==> src/sdd_pkg.sv <==
// Shared constants and types for the sigma-delta decimation filter.
package sdd_pkg;
    localparam int NCH = 3;
    localparam int FIFO_DEPTH = 32;
    // Register byte addresses.
    localparam logic [7:0] A_CTRL = 8'h00;
    localparam logic [7:0] A_STAT = 8'h04;
    localparam logic [7:0] A_DATA = 8'h08;
    localparam logic [7:0] A_CFG0 = 8'h0c;
    localparam logic [7:0] A_STEP = 8'h04;
    // Control register fields.
    localparam int C_OSR = 0;
    localparam int C_TURBO = 3;
    localparam int C_EN = 4;
    localparam int C_RESYNC = 8;
    // Channel configuration fields.
    localparam int F_PH = 0;
    localparam int F_GAIN = 10;
    localparam int F_MUX = 13;
    localparam int CFG_W = 15;
    // Data register fields.
    localparam int D_VLD = 31;
    localparam int D_CH = 24;
    // Ratio encoding as powers of two.
    localparam logic [3:0] K_TURBO = 4'h6;
    localparam logic [3:0] K_BASE = 4'h7;
    localparam logic [3:0] K3_MAX = 4'ha;
    localparam logic [4:0] NORM_MSB = 5'h1e;
    localparam int OUT_SHIFT = 7;
    // Timing constants.
    localparam int REF_MHZ = 100;
    localparam logic [1:0] MOD_DIV = 2'h2;
    localparam logic [1:0] FAST_CONVS = 2'h2;
    localparam logic [15:0] SETTLE_ADD = 16'h0030;
    localparam int CONVERSION_READY_N_LOW_NS = 40;
    localparam logic [3:0] CONVERSION_READY_N_LOW_CYC = 4'(CONVERSION_READY_N_LOW_NS * REF_MHZ / 1000);
    localparam logic [23:0] SAT_POS = 24'h7fffff;
    localparam logic [23:0] SAT_NEG = 24'h800000;
    typedef struct packed {
        logic [1:0] ch;
        logic [23:0] data;
    } sdd_word_s;
    typedef enum {CONVERSION_READY_N_IDLE, CONVERSION_READY_N_LOW} sdd_conversion_ready_n_e;
endpackage
==> src/sdd_decim.sv <==
// Three-channel sigma-delta decimator with phase offset and bus access.
module sdd_decim (
    input wire logic ref_clk, // Main clock, 100 MHz.
    input wire logic nrst, // Synchronous reset, active low.
    input wire logic hsel, // AHB slave select.
    input wire logic [31:0] haddr, // AHB address.
    input wire logic [1:0] htrans, // AHB transfer type.
    input wire logic hwrite, // AHB write.
    input wire logic [2:0] hsize, // AHB size, word only.
    input wire logic [31:0] hwdata, // AHB write data.
    input wire logic hready, // AHB bus ready.
    output logic hreadyout, // AHB slave ready.
    output logic hresp, // AHB response, always OKAY.
    output logic [31:0] hrdata, // AHB read data.
    input wire logic [2:0] mod_bits, // Modulator bits, one per channel.
    output logic modulator_clock, // Modulator clock out.
    output logic conversion_ready_n // Data ready, active low.
);
    import sdd_pkg::*;

    logic [2:0] osr_sel_ff;
    logic turbo_ff;
    logic [NCH-1:0] ch_en_ff;
    logic resync_ff;
    logic [CFG_W-1:0] cfg_ff [NCH];
    logic [NCH-1:0] restart;
    logic wr_ph_ff;
    logic [7:0] addr_ff;
    logic hready_ff;
    logic [31:0] hrdata_ff;
    logic modulator_clock_ff;
    logic [1:0] div_ff;
    logic mod_en;
    logic [3:0] k_tot;
    logic [3:0] k3;
    logic [3:0] mlog;
    logic [9:0] mask3;
    logic [3:0] mmax;
    logic signed [9:0] ph_hi;
    logic [9:0] c3_ff;
    logic [NCH-1:0] res_vld;
    logic [23:0] res_dat [NCH];
    logic [NCH-1:0] fast_act;
    logic [NCH-1:0] settled;
    logic [15:0] settle_tgt;
    logic [NCH-1:0] pend_ff;
    logic [23:0] pdat_ff [NCH];
    logic [NCH-1:0] grant;
    sdd_word_s push_w;
    logic push_v;
    logic push_rdy;
    logic pop;
    logic fifo_v;
    sdd_word_s fifo_w;
    logic [NCH-1:0] done_ff;
    sdd_conversion_ready_n_e conversion_ready_n_ff;
    logic [3:0] conversion_ready_n_cnt_ff;
    logic conversion_ready_n_n_ff;
    logic a_ok;

    assign hreadyout = hready_ff;
    assign hresp = 1'b0;
    assign hrdata = hrdata_ff;
    assign modulator_clock = modulator_clock_ff;
    assign conversion_ready_n = conversion_ready_n_n_ff;

    // Ratio decode: total, third-order part and first-order part.
    assign k_tot = turbo_ff ? K_TURBO : K_BASE + 4'(osr_sel_ff);
    assign k3 = (k_tot > K3_MAX) ? K3_MAX : k_tot;
    assign mlog = (k_tot > K3_MAX) ? k_tot - K3_MAX : 4'h0;
    assign mask3 = 10'((11'h001 << k3) - 11'h001);
    assign mmax = 4'((5'h01 << mlog) - 5'h01);
    assign ph_hi = $signed(10'((11'h001 << (k3 - 4'h1)) - 11'h001));

    // Settling time in main clocks for the active ratio.
    always_comb begin
        if (mlog == 4'h0) begin
            settle_tgt = 16'(17'h3 << k3) + SETTLE_ADD;
        end else begin
            settle_tgt = 16'((17'(mmax) + 17'h2) << 11) + SETTLE_ADD;
        end
    end

    // Modulator clock divider with one-cycle enable.
    assign mod_en = (div_ff == MOD_DIV - 2'h1);
    always_ff @(posedge ref_clk) begin
        if (!nrst) begin
            div_ff <= 2'h0;
            modulator_clock_ff <= 1'b0;
        end else begin
            div_ff <= mod_en ? 2'h0 : div_ff + 2'h1;
            modulator_clock_ff <= (div_ff == 2'h0);
        end
    end

    // Reference window counter, cleared on resync.
    always_ff @(posedge ref_clk) begin
        if (!nrst || resync_ff) begin
            c3_ff <= 10'h000;
        end else if (mod_en) begin
            c3_ff <= (c3_ff + 10'h001) & mask3;
        end
    end

    // AHB address phase capture and zero-wait read data.
    assign a_ok = hsel && htrans[1] && hready;
    assign pop = a_ok && !hwrite && (haddr[7:0] == A_DATA) && fifo_v;
    always_ff @(posedge ref_clk) begin
        if (!nrst) begin
            wr_ph_ff <= 1'b0;
            addr_ff <= 8'h00;
            hready_ff <= 1'b1;
            hrdata_ff <= 32'h0000_0000;
        end else begin
            wr_ph_ff <= a_ok && hwrite;
            addr_ff <= haddr[7:0];
            hready_ff <= 1'b1;
            if (a_ok && !hwrite) begin
                hrdata_ff <= 32'h0000_0000;
                case (haddr[7:0])
                    A_CTRL: begin
                        hrdata_ff[C_OSR+:3] <= osr_sel_ff;
                        hrdata_ff[C_TURBO] <= turbo_ff;
                        hrdata_ff[C_EN+:NCH] <= ch_en_ff;
                    end
                    A_STAT: begin
                        hrdata_ff <= {24'h0, pend_ff, fifo_v, |fast_act,
                            settled};
                    end
                    A_DATA: begin
                        hrdata_ff[D_VLD] <= fifo_v;
                        hrdata_ff[D_CH+:2] <= fifo_v ? fifo_w.ch : 2'h0;
                        hrdata_ff[23:0] <= fifo_v ? fifo_w.data : 24'h0;
                    end
                    A_CFG0: hrdata_ff[CFG_W-1:0] <= cfg_ff[0];
                    A_CFG0 + A_STEP: hrdata_ff[CFG_W-1:0] <= cfg_ff[1];
                    A_CFG0 + 8'h2 * A_STEP: hrdata_ff[CFG_W-1:0] <= cfg_ff[2];
                    default: hrdata_ff <= 32'h0000_0000;
                endcase
            end
        end
    end

    // Control register write; resync is a self-clearing pulse.
    always_ff @(posedge ref_clk) begin
        if (!nrst) begin
            osr_sel_ff <= 3'h0;
            turbo_ff <= 1'b0;
            ch_en_ff <= '0;
            resync_ff <= 1'b0;
        end else begin
            resync_ff <= 1'b0;
            if (wr_ph_ff && addr_ff == A_CTRL) begin
                osr_sel_ff <= hwdata[C_OSR+:3];
                turbo_ff <= hwdata[C_TURBO];
                ch_en_ff <= hwdata[C_EN+:NCH];
                resync_ff <= hwdata[C_RESYNC];
            end
        end
    end

    // Per-channel configuration, filters and settling tracking.
    for (genvar i = 0; i < NCH; i++) begin : g_ch
        localparam logic [7:0] A_MY = A_CFG0 + 8'(i) * A_STEP;
        logic en_q_ff;
        logic signed [9:0] ph;
        logic signed [9:0] phc;
        logic e3;
        logic tot_end;
        logic signed [31:0] x;
        logic signed [31:0] i1_ff;
        logic signed [31:0] i2_ff;
        logic signed [31:0] i3_ff;
        logic signed [31:0] z1_ff;
        logic signed [31:0] z2_ff;
        logic signed [31:0] z3_ff;
        logic signed [31:0] d1;
        logic signed [31:0] d2;
        logic signed [31:0] d3;
        logic signed [31:0] s3;
        logic signed [31:0] acc1_ff;
        logic signed [31:0] sum1;
        logic signed [15:0] fa_ff;
        logic signed [31:0] fsum;
        logic signed [31:0] v;
        logic signed [31:0] vs;
        logic [3:0] mcnt_ff;
        logic [1:0] nconv_ff;
        logic [15:0] st_ff;
        logic res_v_ff;
        logic [23:0] res_d_ff;

        // Config write; a mux or gain change restarts settling.
        always_ff @(posedge ref_clk) begin
            if (!nrst) begin
                cfg_ff[i] <= '0;
                en_q_ff <= 1'b0;
                restart[i] <= 1'b0;
            end else begin
                en_q_ff <= ch_en_ff[i];
                restart[i] <= resync_ff || (ch_en_ff[i] && !en_q_ff);
                if (wr_ph_ff && addr_ff == A_MY) begin
                    cfg_ff[i] <= hwdata[CFG_W-1:0];
                    if (hwdata[CFG_W-1:F_GAIN] != cfg_ff[i][CFG_W-1:F_GAIN])
                    begin
                        restart[i] <= 1'b1;
                    end
                end
            end
        end

        // Phase clip; window ends where the counter meets the phase.
        assign ph = $signed(cfg_ff[i][F_PH+:10]);
        assign phc = (ph > ph_hi) ? ph_hi :
            (ph < -ph_hi - 10'sd1) ? -ph_hi - 10'sd1 : ph;
        assign e3 = mod_en && (((c3_ff - phc) & mask3) == 10'h000);
        assign tot_end = e3 && (mlog == 4'h0 || mcnt_ff == mmax);

        // Third-order comb and normalization to full scale.
        assign x = mod_bits[i] ? 32'sd1 : -32'sd1;
        assign d1 = i3_ff - z1_ff;
        assign d2 = d1 - z2_ff;
        assign d3 = d2 - z3_ff;
        assign s3 = d3 <<< (5'h3 * 5'(K3_MAX - k3));
        assign sum1 = (mcnt_ff == 4'h0 ? 32'sd0 : acc1_ff) + (s3 >>> mlog);
        assign fsum = 32'(fa_ff + 16'(x)) <<< (NORM_MSB - 5'(k_tot));
        assign v = (nconv_ff < FAST_CONVS) ? fsum :
            (mlog == 4'h0) ? s3 : sum1;
        assign vs = v >>> OUT_SHIFT;
        assign fast_act[i] = nconv_ff < FAST_CONVS;

        // Integrators and comb state, cleared on resync.
        always_ff @(posedge ref_clk) begin
            if (!nrst || resync_ff) begin
                i1_ff <= '0;
                i2_ff <= '0;
                i3_ff <= '0;
                z1_ff <= '0;
                z2_ff <= '0;
                z3_ff <= '0;
            end else begin
                if (mod_en) begin
                    i1_ff <= i1_ff + x;
                    i2_ff <= i2_ff + i1_ff;
                    i3_ff <= i3_ff + i2_ff;
                end
                if (e3) begin
                    z1_ff <= i3_ff;
                    z2_ff <= d1;
                    z3_ff <= d2;
                end
            end
        end

        // First-order stages: fast path and post-stage averaging.
        always_ff @(posedge ref_clk) begin
            if (!nrst || resync_ff) begin
                fa_ff <= '0;
                acc1_ff <= '0;
                mcnt_ff <= 4'h0;
            end else begin
                if (mod_en) begin
                    fa_ff <= tot_end ? 16'sd0 : fa_ff + 16'(x);
                end
                if (e3) begin
                    acc1_ff <= sum1;
                    mcnt_ff <= tot_end ? 4'h0 : mcnt_ff + 4'h1;
                end
            end
        end

        // Conversion count selects the path; only reset clears it.
        always_ff @(posedge ref_clk) begin
            if (!nrst) begin
                nconv_ff <= 2'h0;
            end else if (tot_end && nconv_ff < FAST_CONVS) begin
                nconv_ff <= nconv_ff + 2'h1;
            end
        end

        // Saturated 24-bit result, issued even while settling.
        always_ff @(posedge ref_clk) begin
            if (!nrst) begin
                res_v_ff <= 1'b0;
                res_d_ff <= 24'h0;
            end else begin
                res_v_ff <= tot_end && ch_en_ff[i];
                if (tot_end) begin
                    res_d_ff <= (vs > 32'sh7fffff) ? SAT_POS :
                        (vs < -32'sh800000) ? SAT_NEG : vs[23:0];
                end
            end
        end
        assign res_vld[i] = res_v_ff;
        assign res_dat[i] = res_d_ff;

        // Settling counter in main clocks.
        always_ff @(posedge ref_clk) begin
            if (!nrst || restart[i]) begin
                st_ff <= 16'h0;
            end else if (st_ff < settle_tgt) begin
                st_ff <= st_ff + 16'h1;
            end
        end
        assign settled[i] = (st_ff >= settle_tgt);
    end

    // Lowest pending channel wins the FIFO slot.
    always_comb begin
        grant = '0;
        push_v = 1'b0;
        push_w = '0;
        for (int c = 0; c < NCH; c++) begin
            if (pend_ff[c] && !push_v) begin
                grant[c] = push_rdy;
                push_v = 1'b1;
                push_w.ch = 2'(c);
                push_w.data = pdat_ff[c];
            end
        end
    end

    // Pending results wait while the FIFO is full; a new one wins.
    always_ff @(posedge ref_clk) begin
        if (!nrst) begin
            pend_ff <= '0;
            for (int c = 0; c < NCH; c++) begin
                pdat_ff[c] <= 24'h0;
            end
        end else begin
            for (int c = 0; c < NCH; c++) begin
                if (res_vld[c]) begin
                    pend_ff[c] <= 1'b1;
                    pdat_ff[c] <= res_dat[c];
                end else if (grant[c]) begin
                    pend_ff[c] <= 1'b0;
                end
            end
        end
    end

    sdd_fifo #(.W($bits(sdd_word_s)), .DEPTH(FIFO_DEPTH)) u_fifo (
        .ref_clk(ref_clk),
        .nrst(nrst),
        .in_valid(push_v),
        .in_data(push_w),
        .in_ready(push_rdy),
        .out_valid(fifo_v),
        .out_data(fifo_w),
        .out_ready(pop)
    );

    // Data ready falls when the last enabled channel window closes.
    always_ff @(posedge ref_clk) begin
        if (!nrst) begin
            done_ff <= '0;
            conversion_ready_n_ff <= CONVERSION_READY_N_IDLE;
            conversion_ready_n_cnt_ff <= 4'h0;
            conversion_ready_n_n_ff <= 1'b1;
        end else begin
            case (conversion_ready_n_ff)
                CONVERSION_READY_N_IDLE: begin
                    done_ff <= done_ff | res_vld;
                    if (ch_en_ff != '0 &&
                        ((done_ff | res_vld) & ch_en_ff) == ch_en_ff) begin
                        done_ff <= '0;
                        conversion_ready_n_ff <= CONVERSION_READY_N_LOW;
                        conversion_ready_n_cnt_ff <= CONVERSION_READY_N_LOW_CYC;
                        conversion_ready_n_n_ff <= 1'b0;
                    end
                end
                CONVERSION_READY_N_LOW: begin
                    done_ff <= done_ff | res_vld;
                    conversion_ready_n_cnt_ff <= conversion_ready_n_cnt_ff - 4'h1;
                    if (conversion_ready_n_cnt_ff == 4'h1) begin
                        conversion_ready_n_ff <= CONVERSION_READY_N_IDLE;
                        conversion_ready_n_n_ff <= 1'b1;
                    end
                end
                default: begin
                    conversion_ready_n_ff <= CONVERSION_READY_N_IDLE;
                    conversion_ready_n_n_ff <= 1'b1;
                end
            endcase
        end
    end
endmodule

==> src/sdd_fifo.sv <==
// Result FIFO with valid and ready on both sides.
module sdd_fifo #(
    parameter int W = 26,
    parameter int DEPTH = 32
) (
    input wire logic ref_clk, // System clock.
    input wire logic nrst, // Synchronous reset, active low.
    input wire logic in_valid, // Write request.
    input wire logic [W-1:0] in_data, // Write data.
    output logic in_ready, // Space available.
    output logic out_valid, // Data available.
    output logic [W-1:0] out_data, // Head word.
    input wire logic out_ready // Pop request.
);
    localparam int AW = $clog2(DEPTH);
    logic [W-1:0] mem [DEPTH];
    logic [AW:0] wr_ff;
    logic [AW:0] rd_ff;
    logic full;
    logic empty;

    // Full when pointers differ only in the wrap bit.
    assign empty = (wr_ff == rd_ff);
    assign full = (wr_ff[AW] != rd_ff[AW]) && (wr_ff[AW-1:0] == rd_ff[AW-1:0]);
    assign in_ready = !full;
    assign out_valid = !empty;
    assign out_data = mem[rd_ff[AW-1:0]];

    // Storage write.
    always_ff @(posedge ref_clk) begin
        if (in_valid && !full) begin
            mem[wr_ff[AW-1:0]] <= in_data;
        end
    end

    // Pointer update.
    always_ff @(posedge ref_clk) begin
        if (!nrst) begin
            wr_ff <= '0;
            rd_ff <= '0;
        end else begin
            if (in_valid && !full) begin
                wr_ff <= wr_ff + 1'b1;
            end
            if (out_ready && !empty) begin
                rd_ff <= rd_ff + 1'b1;
            end
        end
    end
endmodule

==> config.mk <==
export PLATFORM = sky130hd
export DESIGN_NAME = sdd_decim
export DESIGN_NICKNAME = d
export VERILOG_FILES = /design/src/sdd_pkg.sv /design/src/sdd_decim.sv /design/src/sdd_fifo.sv
export SDC_FILE = /design/constraint.sdc
export NUM_CORES = 2
export LEC_CHECK = 0
export BUFFER_PORTS_ARGS = -buffer_cell sky130_fd_sc_hd__buf_2
export CAP_MARGIN = 20
export CORE_UTILIZATION = 65
export DETAILED_ROUTE_END_ITERATION = 6
export GPL_ROUTABILITY_DRIVEN = 1
export PLACE_DENSITY = 0.83
export SYNTH_ARGS = -nofsm -noshare
export SYNTH_HDL_FRONTEND = slang
export SYNTH_SLANG_ARGS = --single-unit
==> constraint.sdc <==
create_clock -name ref_clk -period 12.8 [get_ports ref_clk]
set_clock_uncertainty 0.15 [all_clocks]
set_input_delay 2.56 -clock ref_clk [delete_from_list [all_inputs] [get_ports ref_clk]]
set_output_delay 2.56 -clock ref_clk [all_outputs]
set_load 0.05 [all_outputs]
==> metrics.cfg, run 1 <==
[synthesis]
syn_avg_cell_area_sq_um=9.245
synthArstFlopShare_pct=0
yosys_most_used_dff=dfxtp_1
synth_edf_count=949
netlist_area_sq_mm=0.1242
synth.lib_cells_used.distinct=109
yosysSeqAreaShare_pct=38.29
ys_seq_elements=1902
ys_warn_count=0
synth_cells=13439

[placed_design]
dp_slack_ns=-0.007875
dp_hpwl_microns=292800
place.gp.congestion=1.013
dpl_cell_area_sq_mm=0.1281
port_buffers=60

[floorplan]
die_h_microns=439.2
start_util_pct=65.40
rows=160
fp.dieW_microns=439.2
io_pins=113

[global_route]
grt_usage_pct=60.66
overflow=1845
grt_max_degree=221
grt_pass1_wl_microns=856600
grt_pass1_vias=119406

[cts]
cts_hold_buf=0
clockRootBuffer=clkbuf_16
cts_buffer_depth=3
htree_levels=4
clock_sinks=1902
numCtsBuffers=196

[outcome]
status=aborted with a tool error
failed_stage=global routing (5_1_grt)
error_line=[ERROR GRT-0116] Global routing finished with congestion. Check the congestion regions in the DRC Viewer.

[layer usage]
metal / GRT overflow / GRT usage (%)
met5: 13 / 25.86
met3: 313 / 40.79
met4: 349 / 45.35
met1: 447 / 66.29
met2: 723 / 79.68
[cell usage after synthesis (all sizes together), types with 26 or more instances]
cell type  instances  area share [%]
nor2            1631             4.9
a21oi           1264             5.1
nand2           1124             3.4
dfxtp            953              15
edfxtp           949              23
ha               868             8.7
o21ai            685             2.8
inv              595             1.8
clkbuf           525             1.6
xnor2            468             3.3
mux2i            444             3.6
mux4             295             5.3
nand3            254             1.0
a21o             252             1.5
nor3             247             1.0
xor2             216             1.5
nor2b            201             1.0
and2             199             1.0
a211oi           171             1.1
buf              157            0.56
o21a             145            0.88
o211ai           128            0.77
a31oi            124            0.64
o21bai           107            0.65
or3              103            0.52
o31ai             98            0.60
nand2b            92            0.46
nand4             88            0.44
a22oi             78            0.47
and3              75            0.38
mux2              65            0.59
or2               48            0.24
o22ai             43            0.22
a21boi            41            0.25
a2111oi           37            0.29
nor3b             36            0.22
a211o             35            0.25
o221ai            34            0.24
a31o              33            0.23
o31a              33            0.23
a221oi            31            0.22
fa                28            0.45
o41ai             27            0.20
a221o             26            0.21
a311oi            26            0.20
[timing repair]
action	CTS
gates resized for setup	19
setup buffers	3
endpoints found under the setup margin	43
pin swaps	5
endpoints found under the hold margin	0
[through the flow]
stage / util (%) / hold WS, ns / std cells
after detailed placement: 67.43 / 0.2917 / 15617
after floorplan: - / 0.2770 / 13444
after CTS: 71.08 / 0.3004 / 15987
after global placement: 67.30 / 0.2852 / 15605
[logic make-up after synthesis]
logic type	share of synthesized area [%]
flip-flops	38.29
buffers and inverters	3.950
AO/OA/AOI/OAI	18.82
multiplexers	9.514
other	0.006045
XOR/XNOR	4.876
AND/OR/NAND/NOR	15.29
adder cells (fa/ha/maj)	9.257
==> inputs of run 2 (changes only) <==
- CORE_UTILIZATION: 65 -> 40
- PLACE_DENSITY: 0.83 -> not set
- PLACE_DENSITY_LB_ADDON: not set -> 0.15
==> run 2 against run 1 <==
Net effect: the flow now finishes, with violations (design-rule violations); area after synthesis did not move; synthesized cell count did not move.
==> metrics.cfg, run 2 <==
[outcome]
status=finished, violations left
violations=design-rule violations

[job]
cap_violations=0

[power_and_ir_drop]
vdd_drop_max_uv=228.7
powerDensity_mw_per_mm2=255.3
power.leakage_nw=52.84

[cts]
path_clk_slew_ns=0.05
cts_hold_buf=0
numCtsBuffers=220
cts_tree=built
cts_buffer_depth=4
clock_sinks=1902
clockRootBuffer=clkbuf_16
clk_latency_ns=0.95
htree_levels=4

[synthesis]
yosysSeqAreaShare_pct=38.29
synth_top_area_share_pct=22.94
synth-compound-area-share_pct=18.82
yosys.area_share.adder_pct=9.257
netlist_area_sq_mm=0.1242
synthTopCellsByArea=edfxtp_1, dfxtp_1, ha_1
synthArstFlopShare_pct=0
synth.lib_cells_used.distinct=109
yosys.area_share.xor_xnor_pct=4.876
ys_seq_elements=1902
synth_edf_count=949
syn_avg_cell_area_sq_um=9.245
synthMuxAreaShare_pct=9.514
yosys_most_used_dff=dfxtp_1
yosysTopAreaCell=edfxtp_1
synth_top_family_by_area=compound AO/OA/AOI/OAI gates
synth_cells=13439
ys_warn_count=0
yosysMostFrequentCell=nor2_1
synthSimpleGateAreaFrac_pct=15.29
synth_common_cells=nor2_1, a21oi_1, nand2_1

[timing]
relSlewSlack_pct=22.14
worst_slack_ns=0.6585
hold_viol=0
finalSetupViolations=0
tightestPinTransition_ns=1.138
min_period_over_period_pct=94.86
max_freq_ghz=0.08236
final-max-slew-violation-count=0
fin_crit_ns=12.14

[finish]
stdcell_count=17695
final_util_pct=44.71
layout_commonest_cell=nor2_1
nNetsFinal=14364
final_cell_mix=nor2_1, a21oi_1, nand2_1
final_cell_area_sq_mm=0.1381
largest_reg_flops=832
area_delta_synth_final_pct=11.14
layout-drive-gt1-share_pct=10.32

[floorplan]
die_area_sq_mm=0.3128
io_pins=113
rows=204
start_util_pct=40.23
fp.dieW_microns=559.3
die_h_microns=559.3
core_area_sq_mm=0.3088

[global_route]
grt_max_degree=148
grt_pass1_vias=96930
antenna_found_initial=6
grt_pass1_wl_microns=579800
overflow=0
grt_usage_pct=23.38

[drt]
drt_iter0_drc=7941
num_vias=101352
antenna_left=0
first_pass_iters=7
finalWirelength_microns=378400
wire_per_inst_microns=21.38
vias_per_cell=5.728
drc=16

[worst_setup_path]
crit_path_top_delay_cell=or4_1
rr_worst_depth=53
critPathLaunch=g_ch[2].i3_ff[0]
path_max_fanout=22
crit_path_end_kind=register
path_class=reg -> reg
cp.arrival_ns=12.72
max_stage_delay_ns=0.49
worstReg2RegStart=g_ch[2].i3_ff[0]
start_kind=register
crit_required_ns=13.38

[placed_design]
port_buffers=60
dpl.cell_count=17273
place.gp.congestion=0.9210
dp_hpwl_microns=266700
dp_slack_ns=0.08825
dpl_cell_area_sq_mm=0.1304

[min_path]
hp-class=reg -> reg
hold_path_depth=2
min_from=g_ch[2].acc1_ff[4]

## run 2: cell counts after synthesis
Identical to the previous run, type by type.
## run 2: layout make-up
class,count,area (sq um)
Fill cell,29543,170800
Multi-Input combinational cell,10263,72730
Sequential cell,1902,47590
Clock buffer,295,6101
Tap cell,4120,5155
Timing Repair Buffer,407,3276
Inverter,597,2250
Clock inverter,107,973.4
Antenna cell,4,10.01
## run 2: path summary, 6_finish.rpt
kind / slack (ns) / end
setup / recovery: 0.66 / g_ch[2].res_d_ff[16]
hold / removal: 0.30 / g_ch[2].acc1_ff[4]
setup reg to reg: 0.66 / g_ch[2].res_d_ff[16]
hold reg to reg: 0.30 / g_ch[2].acc1_ff[4]
## run 2: cell families (layout without fill, tap and decap cells)
kind of cell,Yosys count,in the layout
AND/OR/NAND/NOR,4204,4204
AO/OA/AOI/OAI,3657,3657
flip-flops,1902,1902
buffers and inverters,1279,1406
adder cells (fa/ha/maj),904,904
multiplexers,804,804
XOR/XNOR,687,687
other,2,11
## run 2: per-layer routing
metal / wire (microns) / vias up / part of all wire (%) / track usage (%)
li1: - / 49133 / - / -
met1: 171000 / 49207 / 45 / 31.58
met2: 178000 / 2505 / 47 / 39.37
met3: 19120 / 507 / 5.1 / 2.818
met4: 10370 / 0 / 2.7 / 6.326
met5: 0 / - / 0 / 0
## run 2: power breakdown
part,internal (mW),switching (mW),total (mW)
combinational,8.56,13.9,22.4
clock,3.55,2.70,6.25
sequential,6.47,0.121,6.59
## run 2: through the flow
step	TNS [ns]	hold slack (ns)	total power, mW
2_1_floorplan	0	0.2770	21.42
4_1_cts	0	0.3001	34.69
3_3_place_gp	0	0.2864	28.11
5_1_grt	-0.3472	0.3133	37.56
3_5_place_dp	0	0.2922	28.28
6_report	0	0.2979	35.25
## run 2: worst max-delay path: cells and delay by family, from the launching register on
family / cells / cell delay (ns)
DFF: 1 / 0.37
muxes: 1 / 0.37
buffers and inverters: 6 / 0.92
xor gates and xnor gates: 2 / 0.48
adders and majority gates: 5 / 1.44
AOI/OAI and AO/OA: 28 / 6.48
and+or+nand+nor: 11 / 1.78
## run 2: what timing repair did
action	4_1_cts	5_1_grt
gates resized for setup	1	72
pin swaps	0	5
setup endpoints to repair	21	72
buffers inserted	0	2
No activity file was read; power rests on OpenSTA's default activity.
